File: src/pkg/mcls_pkg.sv
package mcls_pkg;
    // ************************************************************
    // timing
    // ************************************************************
    localparam int CLK_PERIOD_NS = 50;
    localparam int SLOT_NS = 44400;
    localparam int SLOT_CYCLES = (SLOT_NS + CLK_PERIOD_NS - 1) / CLK_PERIOD_NS;
    localparam int SLOT_CNT_W = 10;
    localparam logic [SLOT_CNT_W-1:0] SLOT_LAST = SLOT_CNT_W'(SLOT_CYCLES - 1);

    // ************************************************************
    // channels
    // ************************************************************
    localparam int NUM_CH = 7;
    localparam int CH_W = 3;
    localparam logic [CH_W-1:0] CH_FIRST = 3'h0;
    localparam logic [CH_W-1:0] CH_TEMP = 3'h6;
    localparam int ADC_W = 9;

    // ************************************************************
    // register map
    // ************************************************************
    localparam logic [7:0] ADDR_CFG = 8'h00;
    localparam logic [7:0] ADDR_STATUS = 8'h01;
    localparam logic [7:0] ADDR_MASK = 8'h02;
    localparam logic [7:0] ADDR_DAC = 8'h03;
    localparam logic [7:0] ADDR_TEMP_LSB = 8'h04;
    localparam logic [7:0] ADDR_VALUE_BASE = 8'h08;
    localparam logic [7:0] ADDR_HI_BASE = 8'h10;
    localparam logic [7:0] ADDR_LO_BASE = 8'h18;

    localparam int CFG_START_BIT = 0;
    localparam int CFG_INT_EN_BIT = 1;
    localparam int CFG_INT_CLR_BIT = 3;
    localparam int TEMP_LSB_BIT = 7;

    localparam logic [7:0] DAC_RESET = 8'hFF;
    localparam logic [7:0] HI_RESET = 8'hFF;
    localparam logic [7:0] LO_RESET = 8'h00;
    localparam logic [7:0] HOT_RESET = 8'h7F;
    localparam logic [7:0] HYST_RESET = 8'h7F;
    localparam logic [7:0] VALUE_RESET = 8'h00;
    localparam logic [6:0] MASK_RESET = 7'h00;
endpackage

File: src/rtl/mcls_slot_timer.sv
`timescale 1ns/1ps
`default_nettype none
module mcls_slot_timer (
    input wire logic ref_clk,
    input wire logic rst_n,
    input wire logic run,
    output logic slot_done,
    output logic [mcls_pkg::CH_W-1:0] chan
);
    logic [mcls_pkg::SLOT_CNT_W-1:0] cnt;
    logic [mcls_pkg::SLOT_CNT_W-1:0] next_cnt;
    logic [mcls_pkg::CH_W-1:0] next_chan;
    wire last_chan = (chan == mcls_pkg::CH_TEMP);

    // one slot per channel, stopped timer parks on the first channel
    assign slot_done = run && (cnt == mcls_pkg::SLOT_LAST);
    assign next_cnt = !run ? '0 :
        (slot_done ? '0 : mcls_pkg::SLOT_CNT_W'(cnt + 1'b1));
    assign next_chan = !run ? mcls_pkg::CH_FIRST :
        (!slot_done ? chan :
        (last_chan ? mcls_pkg::CH_FIRST : mcls_pkg::CH_W'(chan + 1'b1)));

    always_ff @(posedge ref_clk or negedge rst_n) begin
        if (!rst_n) begin
            cnt <= '0;
            chan <= mcls_pkg::CH_FIRST;
        end else begin
            cnt <= next_cnt;
            chan <= next_chan;
        end
    end
endmodule
`default_nettype wire

File: src/rtl/mcls_limit_check.sv
`timescale 1ns/1ps
`default_nettype none
module mcls_limit_check (
    input wire logic is_temp,
    input wire logic [7:0] value,
    input wire logic [7:0] upper,
    input wire logic [7:0] lower,
    input wire logic hot_state,
    output logic out_of_limit,
    output logic next_hot
);
    // temperature is two's complement, voltages are unsigned
    wire above_hot = $signed(value) > $signed(upper);
    wire cooled = $signed(value) <= $signed(lower);
    wire volt_bad = (value > upper) || (value < lower);

    always_comb begin
        next_hot = hot_state;
        out_of_limit = 1'b0;
        if (is_temp) begin
            next_hot = hot_state ? !cooled : above_hot;
            out_of_limit = next_hot;
        end else begin
            out_of_limit = volt_bad;
        end
    end
endmodule
`default_nettype wire

File: src/rtl/mcls_top.sv
// Added by the designer: the strobed register port and the register addresses.
`timescale 1ns/1ps
`default_nettype none
// Behaviour
// - each voltage channel has upper and lower limits; outside either flags
// - temperature flags above hot limit, releases only at or below hysteresis
// - start bit one with interrupt-clear bit zero begins the cycle
// - interrupt pin driven only while interrupt-enable bit is one
// - channels visited in fixed order, second core supply first, temp last
// - each finished conversion stored in its value register automatically
// - sequence repeats until start bit is written zero
// - slot lasts 44.4 us, seven slots per sequence
// - fan monitoring starts in the same cycle analog monitoring starts
// - fan sequence runs on its own after the common start
// - one unsigned 8-bit fan-control register drives the dac level
// - reset loads the fan-control register with FF
// - temperature compare uses the eight upper bits of nine
module mcls_top (
    input wire logic ref_clk,
    input wire logic rst_n,
    input wire logic [7:0] reg_addr,
    input wire logic [7:0] reg_wdata,
    input wire logic reg_wr,
    input wire logic reg_rd,
    output logic [7:0] reg_rdata,
    output logic [mcls_pkg::CH_W-1:0] adc_chan,
    input wire logic [mcls_pkg::ADC_W-1:0] adc_result,
    output logic fan_start,
    output logic fan_run,
    output logic [7:0] dac_level,
    output logic irq,
    output logic int_pin_out,
    output logic int_pin_oe_n
);
    // ************************************************************
    // state
    // ************************************************************
    logic run;
    logic int_en;
    logic int_clr;
    logic temp_hot;
    logic temp_lsb;
    logic [6:0] status;
    logic [6:0] mask;
    logic [7:0] value_reg [mcls_pkg::NUM_CH];
    logic [7:0] hi_reg [mcls_pkg::NUM_CH];
    logic [7:0] lo_reg [mcls_pkg::NUM_CH];
    logic slot_done;
    logic out_of_limit;
    logic next_hot;
    logic next_run;
    logic [6:0] next_status;

    // ************************************************************
    // decode
    // ************************************************************
    wire wr_cfg = reg_wr && (reg_addr == mcls_pkg::ADDR_CFG);
    wire wr_status = reg_wr && (reg_addr == mcls_pkg::ADDR_STATUS);
    wire wr_mask = reg_wr && (reg_addr == mcls_pkg::ADDR_MASK);
    wire wr_dac = reg_wr && (reg_addr == mcls_pkg::ADDR_DAC);
    wire in_value = (reg_addr >= mcls_pkg::ADDR_VALUE_BASE) &&
        (reg_addr < mcls_pkg::ADDR_VALUE_BASE + 8'(mcls_pkg::NUM_CH));
    wire in_hi = (reg_addr >= mcls_pkg::ADDR_HI_BASE) &&
        (reg_addr < mcls_pkg::ADDR_HI_BASE + 8'(mcls_pkg::NUM_CH));
    wire in_lo = (reg_addr >= mcls_pkg::ADDR_LO_BASE) &&
        (reg_addr < mcls_pkg::ADDR_LO_BASE + 8'(mcls_pkg::NUM_CH));
    wire [mcls_pkg::CH_W-1:0] idx = reg_addr[mcls_pkg::CH_W-1:0];
    wire start_req = reg_wdata[mcls_pkg::CFG_START_BIT];
    wire clr_req = reg_wdata[mcls_pkg::CFG_INT_CLR_BIT];
    wire is_temp = (adc_chan == mcls_pkg::CH_TEMP);
    wire [7:0] adc_msb = adc_result[mcls_pkg::ADC_W-1:1];

    // ************************************************************
    // sequencer
    // ************************************************************
    mcls_slot_timer u_timer (
        .ref_clk(ref_clk),
        .rst_n(rst_n),
        .run(run),
        .slot_done(slot_done),
        .chan(adc_chan)
    );

    // a start with interrupt-clear set leaves the run state unchanged
    assign next_run = !wr_cfg ? run :
        (!start_req ? 1'b0 : (clr_req ? run : 1'b1));

    always_ff @(posedge ref_clk or negedge rst_n) begin
        if (!rst_n) begin
            run <= 1'b0;
            int_en <= 1'b0;
            int_clr <= 1'b0;
            fan_start <= 1'b0;
        end else begin
            run <= next_run;
            fan_start <= next_run && !run;
            if (wr_cfg) begin
                int_en <= reg_wdata[mcls_pkg::CFG_INT_EN_BIT];
                int_clr <= clr_req;
            end
        end
    end

    // fan logic only sees start and run; no later handshake ties them
    assign fan_run = run;

    // ************************************************************
    // values and limits
    // ************************************************************
    mcls_limit_check u_check (
        .is_temp(is_temp),
        .value(adc_msb),
        .upper(hi_reg[adc_chan]),
        .lower(lo_reg[adc_chan]),
        .hot_state(temp_hot),
        .out_of_limit(out_of_limit),
        .next_hot(next_hot)
    );

    genvar g;
    generate
        for (g = 0; g < mcls_pkg::NUM_CH; g++) begin : g_ch
            wire hit = slot_done && (adc_chan == mcls_pkg::CH_W'(g));
            always_ff @(posedge ref_clk or negedge rst_n) begin
                if (!rst_n) begin
                    value_reg[g] <= mcls_pkg::VALUE_RESET;
                    hi_reg[g] <= (g == mcls_pkg::NUM_CH - 1) ?
                        mcls_pkg::HOT_RESET : mcls_pkg::HI_RESET;
                    lo_reg[g] <= (g == mcls_pkg::NUM_CH - 1) ?
                        mcls_pkg::HYST_RESET : mcls_pkg::LO_RESET;
                end else begin
                    if (hit) begin
                        value_reg[g] <= adc_msb;
                    end
                    if (reg_wr && in_hi && idx == mcls_pkg::CH_W'(g)) begin
                        hi_reg[g] <= reg_wdata;
                    end
                    if (reg_wr && in_lo && idx == mcls_pkg::CH_W'(g)) begin
                        lo_reg[g] <= reg_wdata;
                    end
                end
            end
        end
    endgenerate

    always_ff @(posedge ref_clk or negedge rst_n) begin
        if (!rst_n) begin
            temp_hot <= 1'b0;
            temp_lsb <= 1'b0;
        end else if (slot_done && is_temp) begin
            temp_hot <= next_hot;
            temp_lsb <= adc_result[0];
        end
    end

    // ************************************************************
    // interrupt
    // ************************************************************
    // an event is only raised by a finished conversion
    wire [6:0] set_bits = (slot_done && out_of_limit) ?
        7'(1 << adc_chan) : 7'h00;
    wire [6:0] clr_bits = (wr_cfg && clr_req) ? 7'h7F :
        (wr_status ? reg_wdata[6:0] : 7'h00);
    // set beats clear so a same-cycle event is never lost
    assign next_status = (status & ~clr_bits) | set_bits;

    always_ff @(posedge ref_clk or negedge rst_n) begin
        if (!rst_n) begin
            status <= 7'h00;
            mask <= mcls_pkg::MASK_RESET;
            dac_level <= mcls_pkg::DAC_RESET;
        end else begin
            status <= next_status;
            if (wr_mask) begin
                mask <= reg_wdata[6:0];
            end
            if (wr_dac) begin
                dac_level <= reg_wdata;
            end
        end
    end

    assign irq = |(status & mask);
    // pin is active low and open drain; clear bit holds it released
    assign int_pin_out = 1'b0;
    assign int_pin_oe_n = !(irq && int_en && !int_clr);

    // ************************************************************
    // register read
    // ************************************************************
    wire [7:0] cfg_rd = {4'h0, int_clr, 1'b0, int_en, run};
    wire [7:0] rd_mux =
        (reg_addr == mcls_pkg::ADDR_CFG) ? cfg_rd :
        (reg_addr == mcls_pkg::ADDR_STATUS) ? {1'b0, status} :
        (reg_addr == mcls_pkg::ADDR_MASK) ? {1'b0, mask} :
        (reg_addr == mcls_pkg::ADDR_DAC) ? dac_level :
        (reg_addr == mcls_pkg::ADDR_TEMP_LSB) ? {temp_lsb, 7'h00} :
        in_value ? value_reg[idx] :
        in_hi ? hi_reg[idx] :
        in_lo ? lo_reg[idx] : 8'h00;

    always_ff @(posedge ref_clk or negedge rst_n) begin
        if (!rst_n) begin
            reg_rdata <= 8'h00;
        end else begin
            reg_rdata <= reg_rd ? rd_mux : 8'h00;
        end
    end

    // ************************************************************
    // checks
    // ************************************************************
    logic [mcls_pkg::SLOT_CNT_W-1:0] since_slot;
    always_ff @(posedge ref_clk or negedge rst_n) begin
        if (!rst_n) begin
            since_slot <= '0;
        end else begin
            since_slot <= (!run || slot_done) ? '0 :
                mcls_pkg::SLOT_CNT_W'(since_slot + 1'b1);
        end
    end

    volt_limit_a: assert property (@(posedge ref_clk) disable iff (!rst_n)
        slot_done && !is_temp &&
        (adc_msb > hi_reg[adc_chan] || adc_msb < lo_reg[adc_chan])
        |=> status[$past(adc_chan)])
        else $error("voltage excursion not flagged");
    temp_hyst_a: assert property (@(posedge ref_clk) disable iff (!rst_n)
        slot_done && is_temp && temp_hot &&
        $signed(adc_msb) > $signed(lo_reg[mcls_pkg::CH_TEMP])
        |=> temp_hot)
        else $error("hot flag released above hysteresis");
    start_cfg_a: assert property (@(posedge ref_clk) disable iff (!rst_n)
        wr_cfg && start_req && !clr_req |=> run)
        else $error("start write did not run");
    int_gate_a: assert property (@(posedge ref_clk) disable iff (!rst_n)
        !int_en |-> int_pin_oe_n)
        else $error("pin driven while disabled");
    chan_order_a: assert property (@(posedge ref_clk) disable iff (!rst_n)
        slot_done && next_run |=> adc_chan == (($past(adc_chan) ==
        mcls_pkg::CH_TEMP) ? mcls_pkg::CH_FIRST : $past(adc_chan) + 3'h1))
        else $error("channel order broken");
    value_store_a: assert property (@(posedge ref_clk) disable iff (!rst_n)
        slot_done |=> value_reg[$past(adc_chan)] == $past(adc_msb))
        else $error("value not stored");
    stop_only_a: assert property (@(posedge ref_clk) disable iff (!rst_n)
        run && !(wr_cfg && !start_req) |=> run)
        else $error("sequence stopped on its own");
    slot_len_a: assert property (@(posedge ref_clk) disable iff (!rst_n)
        slot_done |-> since_slot == mcls_pkg::SLOT_LAST)
        else $error("slot length wrong");
    fan_start_a: assert property (@(posedge ref_clk) disable iff (!rst_n)
        $rose(run) |-> fan_start ##1 !fan_start)
        else $error("fan start not with analog start");
    dac_hold_a: assert property (@(posedge ref_clk) disable iff (!rst_n)
        !wr_dac |=> $stable(dac_level))
        else $error("dac level changed without write");
    dac_reset_a: assert property (@(posedge ref_clk)
        $rose(rst_n) |-> dac_level == mcls_pkg::DAC_RESET)
        else $error("dac not full scale after reset");

    wrap_c: cover property (@(posedge ref_clk) disable iff (!rst_n)
        slot_done && is_temp ##1 adc_chan == mcls_pkg::CH_FIRST);
    hot_c: cover property (@(posedge ref_clk) disable iff (!rst_n)
        $rose(temp_hot));
    pin_c: cover property (@(posedge ref_clk) disable iff (!rst_n)
        $fell(int_pin_oe_n));
    stop_c: cover property (@(posedge ref_clk) disable iff (!rst_n)
        $fell(run));
endmodule
`default_nettype wire

File: config.mk
export PLATFORM = sky130hd
export DESIGN_NAME = mcls_top
export DESIGN_NICKNAME = d
export VERILOG_FILES = /design/src/pkg/mcls_pkg.sv /design/src/rtl/mcls_slot_timer.sv /design/src/rtl/mcls_limit_check.sv /design/src/rtl/mcls_top.sv
export SDC_FILE = /design/constraint.sdc
export NUM_CORES = 1
export LEC_CHECK = 0
export BUFFER_PORTS_ARGS = -buffer_cell sky130_fd_sc_hd__buf_2
export CAP_MARGIN = 20
export CORE_MARGIN = 1.5
export CORE_UTILIZATION = 45
export CTS_CLUSTER_SIZE = 10
export DETAILED_ROUTE_END_ITERATION = 7
export SKIP_CTS_REPAIR_TIMING = 1
export SYNTH_ARGS = -nofsm -noshare
export SYNTH_HDL_FRONTEND = slang
export SYNTH_SLANG_ARGS = --single-unit
File: constraint.sdc
create_clock -name ref_clk -period 3.6 [get_ports ref_clk]
set_input_delay 0.18 -clock ref_clk [delete_from_list [all_inputs] [get_ports ref_clk]]
set_output_delay 0.18 -clock ref_clk [all_outputs]
set_load 0.02 [all_outputs]
==> impl_summary.md, run 1 <==
Power and ir drop
The static leakage is around 5.6 nW. Power spread over the standard cell area amounts to 426.6 nW/um2. Across the VDD grid, the largest voltage drop is 351.6 uV. The post-route total power is approximately 0.0055 W.

Die
The die covers between 20000 and 30000 um2. For this configuration, the core starts out at a cell density of a little under half. The I/O pin total is 53. The vertical die dimension is approximately 160 um. The total area inside the core boundary comes to 25250 um2. In this run the core area contains between 50 and 60 standard-cell rows. The width of the die is around 160 um.

Finish
The number of diodes is 0. The synthesis-to-layout area growth is 12.00%. The final layout net count is 1001. At the end of the flow the core is filled with cells to between 50 and 60%. In the final layout, the share of cells above drive strength 1 is a little over two fifths.

Global route
The global-route usage over all layers is around 25%. The overall overflow remaining after global route is 0. The initial antenna violation count is 1. The number of global-route vias before repair was between 8k and 9k. The global-route wire length before repair is roughly 50 mm.

The pin count of the biggest net entering global routing is around 100.

Route
Wires add up to approximately 33 mm. The routed layout has ~8.0k vias. In the routed design, unresolved DRC markers number 0.

The count of nets left with antenna violations after detail routing is 0. The routed wire length per instance is roughly 25 um. After the first detailed-routing iteration, the DRC count stood at between 500 and 600. The via count normalized by instance count is roughly 6.2.

The length of the first detailed-routing pass in iterations is 5.

CTS
The total CTS buffers is 26. The maximum buffer depth of the clock tree is 3. Clock latency on the worst-skew pair, taken at its later pin, is 0.53 ns. The clock tree root buffer cell is sky130_fd_sc_hd__clkbuf_16. The clock net in this run drives a total of approximately 220 sinks.

TritonCTS built the clock tree. After clock tree synthesis, the clock-pin slew on the worst setup and hold paths is 0.06 ns. CTS built an H-tree with a depth of 1.

Yosys
The number of synthesized register bits is around 220. The synthesized netlist occupies a cell area of about 12000 um2. In this run the biggest area consumer among cell types represents approximately a third of the synthesized area. The number of enable-type register cells in the synthesized netlist is 0.

The number of different library cells used by synthesis comes to 67. The average cell area after synthesis is around 13 um2. The number of nets produced by synthesis is 965.

Sorting the synthesized cells by area gives the leading types as sky130_fd_sc_hd__dfrtp_1, sky130_fd_sc_hd__mux2_2, sky130_fd_sc_hd__dfstp_2, sky130_fd_sc_hd__mux4_2, sky130_fd_sc_hd__mux2i_1. The sequential-to-total area share from yosys stat is roughly 48%. The most frequently used flop master after synthesis is sky130_fd_sc_hd__dfrtp_1.

The instance count of the mapped netlist is 918. sky130_fd_sc_hd__dfrtp_1 takes more of the synthesized area than any other cell. The Yosys step of the flow raised 0 warnings. After synthesis, the share of flip-flops with an asynchronous set or reset is between 90% and 100%.

Critical path
The element type at the critical path start is a flop. The critical path crosses 9 cells after its start point. The cell depth of the worst flop-to-flop path is 9. The endpoint of the lowest-slack register-to-register path is status[3]$_DFF_PN0_. The largest stage delay on the critical path is approximately 0.67 ns.

The type of the worst setup path is reg2reg. Walking the worst path, the cells encountered are buf_4 > mux4_2 > o21ai_0 > ha_1 > and4_1 > and2_1 > a211oi_1 > a221oi_1 > o31ai_1. The data arrival time at the worst-slack endpoint is roughly 3.5 ns.

Together, buffers and inverters on the worst path number 1. The cell family contributing the most delay on the critical path is compound AO/OA/AOI/OAI gates. For flop-to-flop paths, the worst setup slack is just under 0.5 ns.

The worst register-to-register path begins at u_timer.chan[0]$_DFFE_PN0P_. In this run the worst path has a maximum fanout of 15. The cell with the largest stage delay on the worst path is sky130_fd_sc_hd__dfrtp_2. The required time of the worst setup path is approximately 4.0 ns.

The category of the worst setup path capture point is a flop.

Min path
The class of the worst hold path is in2reg. The worst hold path depth is 4. The worst hold path begins at reg_addr[5]. The worst hold path terminates at reg_rdata[7]$_DFF_PN0_.

Timing
Between clock sinks in the finished design, the worst skew comes to ~0.01 ns. At the pin with the least slew margin, the transition time is around 0.85 ns. The final worst-path cycle share is 86.47%.

The number of pins exceeding their max-slew limit in the final report came to 0. The setup slack of the critical path after layout is about 0.49 ns. Setup repair after global routing left no endpoint under its margin.

The final hold violation count is 1. Final hold analysis gives a worst-case slack of -0.009589 ns. Static timing analysis puts the maximum clock frequency at around 320 MHz.

The number of endpoints failing setup at the final stage is 0. The worst path needs between 3 and 4 ns of the cycle, external delays included. The remaining max-slew budget at the tightest pin is roughly 43%.

In the final timing run, aggregate negative setup slack is 0 ns.

Run
Across the run, the number of max-cap violations was 0.

Placed design
Routability-driven placement finished with a final weighted congestion of 0.9097. The HPWL reported at the end of detailed placement is around 22 mm. The pre-CTS setup slack is ~0.51 ns. The count of buffers from port buffering is 51.

Outcome
The checks that failed: hold timing. The run finished, with violations left.
==> logic make-up (layout without fill, tap and decap cells) <==
family / Yosys count / in the layout / synth area share, %
other: 1 / 1 / 0.03231
and+or+nand+nor: 158 / 158 / 7.536
AOI/OAI and AO/OA: 164 / 164 / 10.03
muxes: 269 / 269 / 29.19
xor gates and xnor gates: 9 / 9 / 0.6792
buffers and inverters: 82 / 136 / 3.051
adders and majority gates: 18 / 18 / 1.941
DFF: 217 / 217 / 47.54
==> metal layers <==
layer	vias to the layer above	track usage, %	wire, um
met3	65	3.225	1751
met2	246	41.64	15760
met5	-	0	13
li1	3540	-	-
met1	4158	34.67	14290
met4	2	8.306	1048
==> worst reg2reg max path, stage by stage (launching register included) <==
cell                       delay (ns)
sky130_fd_sc_hd__dfrtp_2         0.67
sky130_fd_sc_hd__buf_4           0.32
sky130_fd_sc_hd__mux4_2          0.51
sky130_fd_sc_hd__o21ai_0         0.20
sky130_fd_sc_hd__ha_1            0.29
sky130_fd_sc_hd__and4_1          0.16
sky130_fd_sc_hd__and2_1          0.17
sky130_fd_sc_hd__a211oi_1        0.27
sky130_fd_sc_hd__a221oi_1        0.16
sky130_fd_sc_hd__o31ai_1         0.25
==> worst max-delay path by stage <==
stage | from | end | slack (ns)
2_1_floorplan | u_timer.chan[0]$_DFFE_PN0P_ | status[3]$_DFF_PN0_ | 0.62
3_3_place_gp | u_timer.chan[0]$_DFFE_PN0P_ | status[0]$_DFF_PN0_ | 0.58
3_5_place_dp | u_timer.chan[0]$_DFFE_PN0P_ | status[3]$_DFF_PN0_ | 0.51
4_1_cts | u_timer.chan[0]$_DFFE_PN0P_ | status[3]$_DFF_PN0_ | 0.49
5_1_grt | u_timer.chan[0]$_DFFE_PN0P_ | status[3]$_DFF_PN0_ | 0.31
6_report | u_timer.chan[0]$_DFFE_PN0P_ | status[3]$_DFF_PN0_ | 0.49
==> synth_stat cells, types with 3 or more instances <==
master,instances
sky130_fd_sc_hd__o21ai_0,51
sky130_fd_sc_hd__buf_2,16
sky130_fd_sc_hd__nand2_1,44
sky130_fd_sc_hd__xor2_1,7
sky130_fd_sc_hd__nand3_1,16
sky130_fd_sc_hd__or3_1,7
sky130_fd_sc_hd__a211o_1,3
sky130_fd_sc_hd__nor2_2,6
sky130_fd_sc_hd__nand2b_1,3
sky130_fd_sc_hd__inv_1,15
sky130_fd_sc_hd__a221oi_1,7
sky130_fd_sc_hd__buf_4,7
sky130_fd_sc_hd__o22ai_1,8
sky130_fd_sc_hd__mux4_2,35
sky130_fd_sc_hd__dfstp_2,70
sky130_fd_sc_hd__o2111ai_1,3
sky130_fd_sc_hd__a21o_1,5
sky130_fd_sc_hd__buf_1,5
sky130_fd_sc_hd__nor2b_1,8
sky130_fd_sc_hd__mux2_1,16
sky130_fd_sc_hd__mux2i_1,28
sky130_fd_sc_hd__nor3_1,5
sky130_fd_sc_hd__nor2_1,26
sky130_fd_sc_hd__and2_1,6
sky130_fd_sc_hd__o2bb2ai_1,4
sky130_fd_sc_hd__nor3_2,6
sky130_fd_sc_hd__mux2_2,190
sky130_fd_sc_hd__a22oi_1,3
sky130_fd_sc_hd__o211ai_1,21
sky130_fd_sc_hd__dfrtp_1,147
sky130_fd_sc_hd__nand4_1,4
sky130_fd_sc_hd__and3_1,7
sky130_fd_sc_hd__a21oi_1,11
sky130_fd_sc_hd__a221o_1,21
sky130_fd_sc_hd__ha_1,18
sky130_fd_sc_hd__a21boi_0,4
sky130_fd_sc_hd__and4_1,3
sky130_fd_sc_hd__clkbuf_1,39
==> cell type report <==
class	instances	area (um2)
clock buffers	45	763.2
fillers	2225	12260
flip-flops and latches	217	5519
well taps	330	412.9
repair buffers	75	505.5
multi-input cells	619	5737
clock inverters	1	5.005
inverters	15	56.30
==> power by group <==
group	switching, W	internal, W	leakage (nW)	total [W]
clock network	0.000991	0.00142	0.370	0.00241
logic	0.000302	0.000206	2.53	0.000509
registers	0.0000672	0.00256	2.66	0.00263
total	0.00136	0.00418	5.55	0.00554
==> cells in the final DEF, fill, tap and decap left out, types with 8 or more instances in the layout <==
cell type	count
sky130_fd_sc_hd__a21oi_1	11
sky130_fd_sc_hd__a221o_1	21
sky130_fd_sc_hd__buf_2	49
sky130_fd_sc_hd__buf_4	18
sky130_fd_sc_hd__clkbuf_1	16
sky130_fd_sc_hd__clkbuf_16	27
sky130_fd_sc_hd__dfrtp_1	146
sky130_fd_sc_hd__dfstp_2	70
sky130_fd_sc_hd__ha_1	18
sky130_fd_sc_hd__inv_1	15
sky130_fd_sc_hd__mux2_1	16
sky130_fd_sc_hd__mux2_2	190
sky130_fd_sc_hd__mux2i_1	28
sky130_fd_sc_hd__mux4_2	35
sky130_fd_sc_hd__nand2_1	44
sky130_fd_sc_hd__nand3_1	16
sky130_fd_sc_hd__nor2_1	26
sky130_fd_sc_hd__o211ai_1	21
sky130_fd_sc_hd__o21ai_0	51
sky130_fd_sc_hd__o22ai_1	8
==> metrics by stage <==
step	instances	area (um2)
6_report	1302	13000
5_1_grt	1302	13000
4_1_cts	1299	12970
3_5_place_dp	1253	12200
3_3_place_gp	1253	12200
2_1_floorplan	918	11610
(Power assumes the default switching activity.)
==> inputs of run 2 (changes only) <==
clock period = 3.5 ns   (was 3.6 ns; I/O delays follow)
==> impl_summary.md, run 2 (synthesized netlist as in run 1, its figures left out) <==
Timing
The number of pins exceeding their max-slew limit in the final report was 0 (unchanged). The sum of negative setup slack is 0 ns (unchanged). The final critical-path required period came to 3.099 ns (-0.01383 ns). The final worst-path cycle share came to 88.54% (+2.1 points). The maximum clock rate is 322.7 MHz (+0.45%).

The actual transition at the worst max-transition pin was 1.020 ns (+0.1723 ns). The final hold violation count is 1 (unchanged). The remaining max-slew budget at the tightest pin came to 31.97% (-11 points). The number of endpoints failing setup at the final stage is 0 (unchanged). Setup repair after global routing left no endpoint under its margin. The final hold slack is -0.006079 ns (+0.003510 ns).

The worst clock skew on the final layout is 0.01094 ns (+0.0009956 ns).

Outcome
The flow ran to the end, but the final reports show violations. The final reports fail on hold timing.

Placed design
The count of buffers from port buffering is 51 (unchanged). The final RePlAce weighted congestion is 0.8930 (-1.8%). The HPWL reported at the end of detailed placement is 22.46 mm (-0.11%).

Global route
The number of global-route vias before repair is 8138 (+0.21%). The global-route wire length before repair is 50.51 mm (+0.11%). The global-route usage over all layers was 25.26% (-0.047 points). The initial antenna violation count is 0 (-1). The overall overflow remaining after global route was 0 (unchanged). The pin count of the biggest net entering global routing is 137 (+36%).

Critical path
The setup slack of the worst register-to-register path is 0.40 ns (-0.09 ns). The critical path is of the reg2reg type. The worst setup path is launched from a flop. The highest fanout seen on the critical path is 21 (+6). The category of the worst setup path capture point is a flop. The required time of the worst setup path is 3.92 ns (-0.10 ns). The data arrival time at the worst-slack endpoint came to 3.52 ns (-0.02 ns).

CTS
The total CTS buffers came to 26 (unchanged). The TritonCTS clock tree is yes. The sink count of the clock tree was 217 (unchanged). The clock transition at the registers of the reported paths is 0.06 ns (about the same). The tree is rooted in a sky130_fd_sc_hd__clkbuf_16. The maximum buffer depth of the clock tree came to 3 (unchanged).

The level count of the clock H-tree came to 1 (unchanged). The clock latency of the later-clocked register in the worst-skew pair is 0.53 ns (about the same).

Route
The DRC violation count after routing is 0 (unchanged). The length of the first detailed-routing pass in iterations is 5 (unchanged). The count of nets left with antenna violations after detail routing was 0 (unchanged).

The sum of routed wire length over all layers is 32.64 mm (-0.69%). The iteration-0 DRC count of the detailed router is 581 (+0.52%). The routed wire length per instance is 24.90 um (-1.4%).

The via count normalized by instance count was 6.082 (-1.1%). The total number of vias came to 7974 (-0.46%).

Die
The effective utilization at floorplan came to 45.96% (unchanged). The placement row count is 58 (unchanged). The area of the die is 26760 um2 (unchanged).

The area of the core came to 25250 um2 (unchanged). The width of the die is 163.6 um (unchanged). The I/O pin total is 53 (unchanged). The vertical die dimension came to 163.6 um (unchanged).

Finish
The final layout net count was 1009 (+0.80%). The fraction of final layout cells sized beyond drive strength 1 is 43.63% (+0.32 points). Leaving out fill and tap cells, the most frequent cell in the layout is sky130_fd_sc_hd__mux2_2. The filler cell count in the final layout is 2212 (-0.58%). The area taken by flip-flops and latches came to 5519 um2 (unchanged). In the layout the commonest cells are sky130_fd_sc_hd__mux2_2, sky130_fd_sc_hd__dfrtp_1, sky130_fd_sc_hd__dfstp_2, sky130_fd_sc_hd__o21ai_0, sky130_fd_sc_hd__buf_2. The synthesis-to-layout area growth is 12.31%. The multi-input gate area in the final layout came to 5737 um2 (unchanged). The number of diodes was 0 (unchanged).

Power and ir drop
The static leakage is 5.582 nW (+0.55%). The peak supply drop came to 353.5 uV (+0.54%). The total power per unit cell area was 436.7 nW/um2 (+2.4%).

Run
The max capacitance violation total is 0 (unchanged).

Min path
The class of the worst hold path is in2reg.
[run 2: worst paths after layout]
kind,start,endpoint,cells after the start
setup / recovery,u_timer.chan[0]$_DFFE_PN0P_,status[0]$_DFF_PN0_,9
min in group asynchronous,rst_n,lo_reg[12]$_DFFE_PN0P_,2
hold reg to reg,value_reg[32]$_DFFE_PN0P_,value_reg[32]$_DFFE_PN0P_,2
max in group asynchronous,rst_n,hi_reg[55]$_DFFE_PN1P_,3
setup reg to reg,u_timer.chan[0]$_DFFE_PN0P_,status[0]$_DFF_PN0_,9
hold / removal,reg_addr[5],reg_rdata[7]$_DFF_PN0_,4
[run 2: power breakdown]
part / internal, W / leakage (nW) / switching [W]
combinational: 0.000213 / 2.56 / 0.000310
clock: 0.00143 / 0.362 / 0.00104
sequential: 0.00263 / 2.66 / 0.0000674
total: 0.00427 / 5.58 / 0.00142
[run 2: layout make-up]
class | instances | share of cell area (%)
clock buffers | 45 | 5.702
clock inverters | 2 | 0.1056
flip-flops and latches | 217 | 42.34
inverters | 15 | 0.4319
multi-input cells | 619 | 44.01
repair buffers | 83 | 4.243
well taps | 330 | 3.168
[run 2: per-stage QoR]
| stage | utilization (%) | setup WS [ns] | area (um2) | instances | power [W] |
|---|---|---|---|---|---|
| 4_1_cts | 51.50 | 0.3827 | 13010 | 1308 | 0.005730 |
| 3_3_place_gp | 48.50 | 0.4707 | 12250 | 1261 | 0.003251 |
| 3_5_place_dp | 48.50 | 0.3933 | 12250 | 1261 | 0.003259 |
| 2_1_floorplan | - | 0.5195 | 11610 | 918 | 0.003026 |
| 5_1_grt | 51.62 | 0.1283 | 13040 | 1311 | 0.005910 |
| 6_report | 51.62 | 0.4011 | 13040 | 1311 | 0.005692 |
[run 2: worst max-delay path, stage by stage (launching register included)]
cell	delay [ns]
sky130_fd_sc_hd__dfrtp_2	0.68
sky130_fd_sc_hd__buf_12	0.26
sky130_fd_sc_hd__mux4_2	0.51
sky130_fd_sc_hd__o21ai_0	0.23
sky130_fd_sc_hd__ha_1	0.30
sky130_fd_sc_hd__a21o_1	0.17
sky130_fd_sc_hd__a21oi_1	0.18
sky130_fd_sc_hd__o211a_1	0.19
sky130_fd_sc_hd__o21ai_0	0.16
sky130_fd_sc_hd__a32o_1	0.27
[run 2: routing by layer]
layer	vias up	wire, um	share of wire (%)	GRT usage (%)
li1	3556	-	-	-
met1	4153	14570	45	34.36
met3	63	1309	4.0	3.377
met5	-	0	0	0
met2	202	15690	48	41.66
met4	0	1068	3.3	8.347
